## config.mk

```make
export PLATFORM = sky130hd
export DESIGN_NAME = srw_top
export DESIGN_NICKNAME = d
export VERILOG_FILES = /design/src/rtl/srw_pkg.sv /design/src/rtl/srw_top.sv
export SDC_FILE = /design/constraint.sdc
export NUM_CORES = 1
export LEC_CHECK = 0
export BUFFER_PORTS_ARGS = -buffer_cell sky130_fd_sc_hd__buf_2
export CAP_MARGIN = 20
export CORE_MARGIN = 2
export CORE_UTILIZATION = 50
export DETAILED_ROUTE_END_ITERATION = 7
export PLACE_DENSITY = 0.88
export SLEW_MARGIN = 30
export SYNTH_ARGS = -nofsm -noshare
export SYNTH_HDL_FRONTEND = slang
export SYNTH_SLANG_ARGS = --single-unit
export TNS_END_PERCENT = 10
```

## constraint.sdc

```tcl
create_clock -name CLK_SYS_I -period 2.7 [get_ports CLK_SYS_I]
set_input_delay 0.405 -clock CLK_SYS_I [delete_from_list [all_inputs] [get_ports CLK_SYS_I]]
set_output_delay 0.405 -clock CLK_SYS_I [all_outputs]
set_load 0.02 [all_outputs]
```

## src/rtl/srw_pkg.sv

```systemverilog
package srw_pkg;
  // register offsets on the internal peripheral bus (byte offsets)
  localparam logic [9:0]  OFS_WRITE_CEILING = 10'h112;
  localparam logic [9:0]  OFS_IRQ_SET       = 10'h114;
  localparam logic [9:0]  OFS_CLEAR_PERMIT  = 10'h116;
  localparam logic [15:0] RST_WRITE_CEILING = 16'h0000;
  localparam logic [15:0] RST_IRQ_SOURCE    = 16'h0000;
  localparam logic [15:0] RST_CLEAR_PERMIT  = 16'h0000;
  // writable fields
  localparam logic [15:0] MASK_CEILING      = 16'h7ffc;
  localparam logic [15:0] MASK_IRQ          = 16'hfffe;
  localparam int          REGION_SEL_BIT    = 15;

  typedef struct packed {
    logic        wr;
    logic        rd;
    logic [9:0]  addr;
    logic [1:0]  be;
    logic [15:0] wdata;
  } srw_bus_req_s;

  typedef struct packed {
    logic [15:0] shared_ram_offset;
    logic [3:0]  be;
    logic [31:0] wdata;
  } srw_win_wr_s;
endpackage

```

## src/rtl/srw_top.sv

```systemverilog
// What this block does
// - window write with address bit 15 set compares offset [14:2] to ceiling
// - offset strictly below the ceiling: addressed bytes are written to RAM
// - offset at or above the ceiling: write suppressed, RAM unchanged
// - writing one to an interrupt set bit sets that source bit
// - writing zero to an interrupt set bit leaves the source bit alone
// - reading the set register returns current interrupt source contents
// - clear permit bit zero: host clear attempts on that bit ignored
// - clear permit bit one: host writing one clears that source bit
// - set at 114h, permit at 116h, 16 bits, reset 0, bit 0 reserved
// - address bit 15 selects region one; offset relative to its base
module srw_top
  import srw_pkg::*;
(
  // clock, reset, enable
  input  wire logic              CLK_SYS_I,
  input  wire logic              RST_N_I,
  input  wire logic              CE_I,
  // internal peripheral bus
  input  wire srw_bus_req_s      BUS_REQ_I,
  output logic [15:0]            BUS_RDATA_O,
  output logic                   BUS_RVALID_O,
  // window write attempts
  input  wire srw_win_wr_s       WIN_WR_I,
  input  wire logic              WIN_WR_VALID_I,
  input  wire logic [21:0]       REGION_ONE_BASE_I,
  // host clear of interrupt source
  input  wire logic              HOST_CLR_I,
  input  wire logic [15:0]       HOST_CLR_DATA_I,
  // closely coupled data ram write port
  output logic                   RAM_WE_O,
  output logic [3:0]             RAM_BE_O,
  output logic [21:0]            RAM_WORD_ADDR_O,
  output logic [31:0]            RAM_WDATA_O,
  output logic                   WIN_WR_BLOCKED_O,
  // interrupt source state to host
  output logic [15:0]            IRQ_SOURCE_O
);

  ////////////////////////////////////////////////////////////////////////////
  // registers
  logic [15:0] write_ceiling, next_write_ceiling;
  logic [15:0] irq_source, next_irq_source;
  logic [15:0] clear_permit, next_clear_permit;
  logic [15:0] rdata, next_rdata;
  logic        rvalid, next_rvalid;
  logic [15:0] be_mask;

  assign be_mask = {{8{BUS_REQ_I.be[1]}}, {8{BUS_REQ_I.be[0]}}};

  always_comb begin
    next_write_ceiling = write_ceiling;
    next_clear_permit  = clear_permit;
    next_rdata         = 16'h0000;
    next_rvalid        = 1'b0;
    if (BUS_REQ_I.wr) begin
      unique case (BUS_REQ_I.addr)
        OFS_WRITE_CEILING: begin
          next_write_ceiling = (write_ceiling & ~(be_mask & MASK_CEILING)) |
                               (BUS_REQ_I.wdata & be_mask & MASK_CEILING);
        end
        OFS_CLEAR_PERMIT: begin
          next_clear_permit = (clear_permit & ~(be_mask & MASK_IRQ)) |
                              (BUS_REQ_I.wdata & be_mask & MASK_IRQ);
        end
        default: begin
        end
      endcase
    end
    if (BUS_REQ_I.rd) begin
      next_rvalid = 1'b1;
      unique case (BUS_REQ_I.addr)
        OFS_WRITE_CEILING: next_rdata = write_ceiling;
        OFS_IRQ_SET:       next_rdata = irq_source;
        OFS_CLEAR_PERMIT:  next_rdata = clear_permit;
        default:           next_rdata = 16'h0000;
      endcase
    end
  end

  always_ff @(posedge CLK_SYS_I or negedge RST_N_I) begin
    if (!RST_N_I) begin
      write_ceiling <= RST_WRITE_CEILING;
      clear_permit  <= RST_CLEAR_PERMIT;
      rdata         <= 16'h0000;
      rvalid        <= 1'b0;
    end else if (CE_I) begin
      write_ceiling <= next_write_ceiling;
      clear_permit  <= next_clear_permit;
      rdata         <= next_rdata;
      rvalid        <= next_rvalid;
    end
  end

  ////////////////////////////////////////////////////////////////////////////
  // interrupt source
  logic [15:0] set_bits, clr_bits;

  always_comb begin
    set_bits = 16'h0000;
    if (BUS_REQ_I.wr && BUS_REQ_I.addr == OFS_IRQ_SET) begin
      set_bits = BUS_REQ_I.wdata & be_mask & MASK_IRQ;
    end
    // clear only where permitted; unpermitted bits ignore the attempt
    clr_bits = HOST_CLR_I ? (HOST_CLR_DATA_I & clear_permit & MASK_IRQ)
                          : 16'h0000;
    // set applied after clear so a coincident event is kept
    next_irq_source = (irq_source & ~clr_bits) | set_bits;
  end

  always_ff @(posedge CLK_SYS_I or negedge RST_N_I) begin
    if (!RST_N_I) begin
      irq_source <= RST_IRQ_SOURCE;
    end else if (CE_I) begin
      irq_source <= next_irq_source;
    end
  end

  ////////////////////////////////////////////////////////////////////////////
  // window write gate
  logic        win_region_one;
  logic [12:0] win_offset;
  logic        win_allow;
  logic        next_ram_we, ram_we;
  logic        next_blocked, blocked;
  logic [3:0]  ram_be, next_ram_be;
  logic [21:0] ram_addr, next_ram_addr;
  logic [31:0] ram_wdata, next_ram_wdata;

  always_comb begin
    win_region_one = WIN_WR_I.shared_ram_offset[REGION_SEL_BIT];
    win_offset     = WIN_WR_I.shared_ram_offset[14:2];
    // unsigned compare, strictly below
    win_allow      = win_offset < write_ceiling[14:2];
    next_ram_we    = WIN_WR_VALID_I && win_region_one && win_allow &&
                     (|WIN_WR_I.be);
    next_blocked   = WIN_WR_VALID_I && win_region_one && !win_allow;
    // address and data hold until the next accepted write
    next_ram_be    = ram_be;
    next_ram_addr  = ram_addr;
    next_ram_wdata = ram_wdata;
    if (next_ram_we) begin
      next_ram_be    = WIN_WR_I.be;
      // word address = region base + window word offset
      next_ram_addr  = REGION_ONE_BASE_I + {9'h000, win_offset};
      next_ram_wdata = WIN_WR_I.wdata;
    end
  end

  always_ff @(posedge CLK_SYS_I or negedge RST_N_I) begin
    if (!RST_N_I) begin
      ram_we    <= 1'b0;
      blocked   <= 1'b0;
      ram_be    <= 4'h0;
      ram_addr  <= 22'h000000;
      ram_wdata <= 32'h00000000;
    end else if (CE_I) begin
      ram_we    <= next_ram_we;
      blocked   <= next_blocked;
      ram_be    <= next_ram_be;
      ram_addr  <= next_ram_addr;
      ram_wdata <= next_ram_wdata;
    end
  end

  assign BUS_RDATA_O      = rdata;
  assign BUS_RVALID_O     = rvalid;
  assign RAM_WE_O         = ram_we;
  assign RAM_BE_O         = ram_be;
  assign RAM_WORD_ADDR_O  = ram_addr;
  assign RAM_WDATA_O      = ram_wdata;
  assign WIN_WR_BLOCKED_O = blocked;
  assign IRQ_SOURCE_O     = irq_source;
endmodule

```

# ---- Word-level counts from Yosys, hierarchy flattened
# Index checks and enable logic that the tools add are counted.
# W data, S select, Z words.
dict set report totals {
  output_inout_bits 93
  word_cells 41
  register_bits 125
}
dict set report classes {
  reduce_logical 10
  bitwise 11
  addsub 1
  eq_ne 3
  order_cmp 1
  mux 5
}
# op n
set op_table {}
lappend op_table {{$and A16 B16 Y16} 5}
lappend op_table {{$mux W16} 3}
lappend op_table {{$pmux W16 S3} 1}
lappend op_table {{$not A16 Y16} 2}
lappend op_table {{$or A16 B16 Y16} 2}
lappend op_table {{$eq A10 B9 Y1 const B} 3}
lappend op_table {{$add A22 B13 Y22} 1}
lappend op_table {{$not A15 Y16} 1}
lappend op_table {{$or A16 B15 Y16} 1}
lappend op_table {{$lt A13 B13 Y1} 1}
lappend op_table {{$reduce_and A3 Y1} 2}
lappend op_table {{$logic_and A1 B1 Y1} 5}
lappend op_table {{$reduce_or A4 Y1} 1}
lappend op_table {{$reduce_and A2 Y1} 1}
lappend op_table {{$logic_not A1 Y1} 1}
lappend op_table {{$mux W1} 1}

# ---- Depth between registers and ports, before layout
dict set report depth {
  depth_word 5
  ltp_mapped 10
  mapped_depth_nobuf 9
}

# ---- Worst setup path after synthesis
# Ideal clock, no wire load.
dict set report synth_path {
  path_type {input port to flip-flop}
  from {in WIN_WR_I[38] (netlist name)}
  to {reg ram_addr[14], in the netlist RAM_WORD_ADDR_O[14]}
  arrival_time_ns 2.120
  path_stages 9
  setup_slack_ns 0.455
  t_required_ns 2.575
  n_path_buf 0
  path_cell_list {ha_1 inv_1 fa_1 nand2b_1 a211oi_1 o211ai_1 a21boi_0 xor2_1 mux2_2}
}
dict set report synth_via {
  elab_chain_len 4
  elab_cells_between_ends 5
}
# element line
set synth_lines {}
lappend synth_lines {{start: declaration} srw_top.sv:24} ;# input wire srw_win_wr_s WIN_WR_I,
lappend synth_lines {{$lt A13 B13 Y1} srw_top.sv:134} ;# win_allow = win_offset < write_ceiling[14:2];
lappend synth_lines {{$logic_and A1 B1 Y1 (2 in series)} srw_top.sv:135} ;# next_ram_we = WIN_WR_VALID_I && win_region_one && win_allow &&
lappend synth_lines {{$reduce_and A2 Y1 (no line)} -}
lappend synth_lines {{end signal: assignment} srw_top.sv:161} ;# ram_addr <= next_ram_addr;
lappend synth_lines {{end: declaration} srw_top.sv:127} ;# logic [21:0] ram_addr, next_ram_addr;
# Parallel ways exist; a longest one is shown, timed or not.
# A chain may end at the register's enable or synchronous reset.

==> impl_metrics.tcl <==
set metrics [dict create \
    postCtsSetupBuffers 0 \
    violations "negative hold slack" \
    synth_area_leaders "dfrtp_1 (49%), mux2_2 (11%), ha_1 (5.2%), o21ai_0 (2.4%), a22o_1 (2.3%)" \
    setup_viol_count_final 0 \
    yosys_register_bits 119 \
    clk_transition_reported_paths_ns 0.06 \
    synth_edf_count 0 \
    rsz0062_at_grt "false" \
    drt_iter0_drc 367 \
    die_h_um 114 \
    switchingPower_w 0.00156 \
    syn_inst 515 \
    cts_tree "yes" \
    path_buf_inv 2 \
    antenna_found_initial 0 \
    setup_ws_ns 0.246 \
    cts.sinks 119 \
    final.min_clock_period_ns 2.45 \
    min_path_type "input pin to asynchronous set/reset pin" \
    drt_wl_total_mm 16.0 \
    grt_max_degree 51 \
    ys.flop_type "dfrtp_1" \
    startpoint_type "flip-flop" \
    syn_avg_cell_area_um2 11.7 \
    htreeDepth 4 \
    rows 40 \
    max_freq_ghz 0.407 \
    yosys.area.top_type "dfrtp_1" \
    first_global_vias 5082 \
    internal_power_w 0.00414 \
    outcome "finished, violations left" \
    drive_gt1_share_pct 44.6 \
    worstMarginPinSlew_ns 0.734 \
    clock_latency_ns 0.42 \
    fin_util_pct 66.6 \
    wl_met1_mm 6.36 \
    numPlacedInstances 857 \
    drc 0 \
    dr_wl_met2_mm 8.36 \
    crit_required_ns 2.99 \
    initial_utilization_pct 50.8 \
    grt_remaining_overflow 0 \
    track_usage_pct 25.3 \
    core-area_um2 11900 \
    clockBufferDepth 2 \
    path_class "flip-flop to flip-flop" \
    critPathMaxFanout 23 \
    seq_area_frac_synth_pct 49.4 \
    clkPwrFrac_pct 43.5 \
    wl_per_cell_um 18.0 \
    power.share.switching_pct 27.4 \
    vdd_drop_max_mv 0.367 \
    synth_area_um2 6020 \
    hold_slack_ns -0.00306 \
    power-per-cell-area_nw_per_um2 723 \
    end_kind "flip-flop" \
    topRoutingLayerUsed "met4" \
    die-area_um2 12900 \
    yosys.area.top_type_share_pct 49.4 \
    skew_ns 0.00732 \
    crit_chain "inv_1 -> ha_1 -> a21o_1 -> a31oi_1 -> o21ai_0 -> a211oi_4 -> buf_4 -> mux2_2" \
    nets 880 \
    root_buffer "clkbuf_16" \
    dr_wl_met3_um 955 \
    port_buffers 211 \
    grt_pass1_wl_mm 25.5 \
    worst_ep_arrival_time_ns 2.75 \
    avgViaCountPerCell 5.62 \
    p_comb_share_pct 19.6 \
    tns_ns 0 \
    slew_violations 0 \
    cpPeakStageDelay_ns 0.38 \
    vias 4997 \
    dr.pass1.iters 5 \
    async_flop_share_pct 100 \
    cts_resized 0 \
    cpMaxStageDelayCell "dfrtp_1" \
    n_antenna_cell 0 \
    cts_made_buffers 17 \
    hold_violations 6 \
    pwr-share-seq_pct 36.9 \
    die_w_um 114 \
    area_growth_pct 31.1 \
    leakagePower_nw 3.88 \
    yosys_warnings 0 \
    max-slew-margin-rel_pct 51.0 \
    stdcell_count 889 \
    drv_cap 0 \
    hpwl_mm 11.8 \
    dp_slack_ns 0.0188 \
    synth_cell_types 57 \
    period_share_pct 90.9 \
    synthMostInstantiatedCell "dfrtp_1" \
    io_pins 218 \
    synth_common_cells "dfrtp_1 (119), mux2_2 (60), nand2_1 (31), o21ai_0 (29), ha_1 (25)" \
    final_antenna_net_count 0 \
    ctsHoldBuffers 0 \
    place.gp.congestion 0.904 \
    cpLargestDelayFamily "compound AO/OA/AOI/OAI gates" \
]
==> power groups by stage <==
stage               clock [W]  sequential [W]  combinational, W
floorplan                   0         0.00239          0.000389
global placement            0         0.00212           0.00108
detailed placement          0         0.00213           0.00112
CTS                   0.00250         0.00211           0.00113
global route          0.00259         0.00213           0.00120
finish                0.00248         0.00210           0.00112
==> path summary, 6_finish.rpt <==
| kind | startpoint | endpoint | slack, ns | depth (start not counted) |
|---|---|---|---|---|
| worst max register to register | flip-flop | RAM_WORD_ADDR_O[3]$_DFFE_PN0P_ | 0.25 | 8 |
| max in group asynchronous | RST_N_I | RAM_BE_O[3]$_DFFE_PN0P_ | 2.01 | 2 |
| worst min register to register | flip-flop | flip-flop | 0.49 | 1 |
| worst min-delay path | RST_N_I | IRQ_SOURCE_O[13]$_DFFE_PN0P_ | -0.003 | 1 |
| worst max-delay path | flip-flop | RAM_WORD_ADDR_O[3]$_DFFE_PN0P_ | 0.25 | 8 |
| min in group CLK_SYS_I | WIN_WR_I[26] | RAM_WDATA_O[26]$_DFFE_PN0P_ | 0.22 | 2 |
==> routing by layer <==
layer / vias up / track usage [%]
met2: 224 / 44.8
li1: 2310 / -
met1: 2432 / 31.5
met3: 31 / 4.20
met4: 0 / 8.78
met5: - / 0
==> stage by stage <==
step	cell area [um2]	hold slack [ns]	total power, W
after floorplan	6030	0.109	0.00278
after global placement	7240	0.438	0.00320
after detailed placement	7240	0.450	0.00325
after CTS	7900	0.0175	0.00573
after global routing	7900	0.0319	0.00592
final	7900	-0.00306	0.00571
==> layout make-up <==
| class | instances | area, um2 |
|---|---|---|
| Multi-Input combinational cell | 347 | 2830 |
| Clock inverter | 7 | 138 |
| Timing Repair Buffer | 223 | 1170 |
| Tap cell | 147 | 184 |
| Clock buffer | 25 | 515 |
| Inverter | 21 | 78.8 |
| Fill cell | 922 | 3970 |
| Sequential cell | 119 | 2980 |
==> cell usage in the layout, fill, tap and decap left out, drive strengths merged, types with 7 or more instances in the layout <==
cell type    n
a22oi       13
nor2        13
mux2        74
buf        223
dfrtp      119
inv         20
ha          25
nand3       20
o21ai       32
o2bb2ai     15
clkbuf      25
xor2         7
nand2       32
xnor2       11
a22o        16
a21oi       22
==> logic make-up (layout without fill, tap and decap cells) <==
family / Yosys count / after routing / synth area share [%]
compound gates: 130 / 130 / 15.0
flops: 119 / 119 / 49.4
simple gates: 94 / 94 / 8.66
mux: 77 / 77 / 14.8
buf+inv: 50 / 276 / 3.88
fa+ha+maj: 26 / 26 / 5.52
xor+xnor: 18 / 18 / 2.62
other cells: 1 / 2 / 0.0622
No activity file was read; power rests on OpenSTA's default activity.
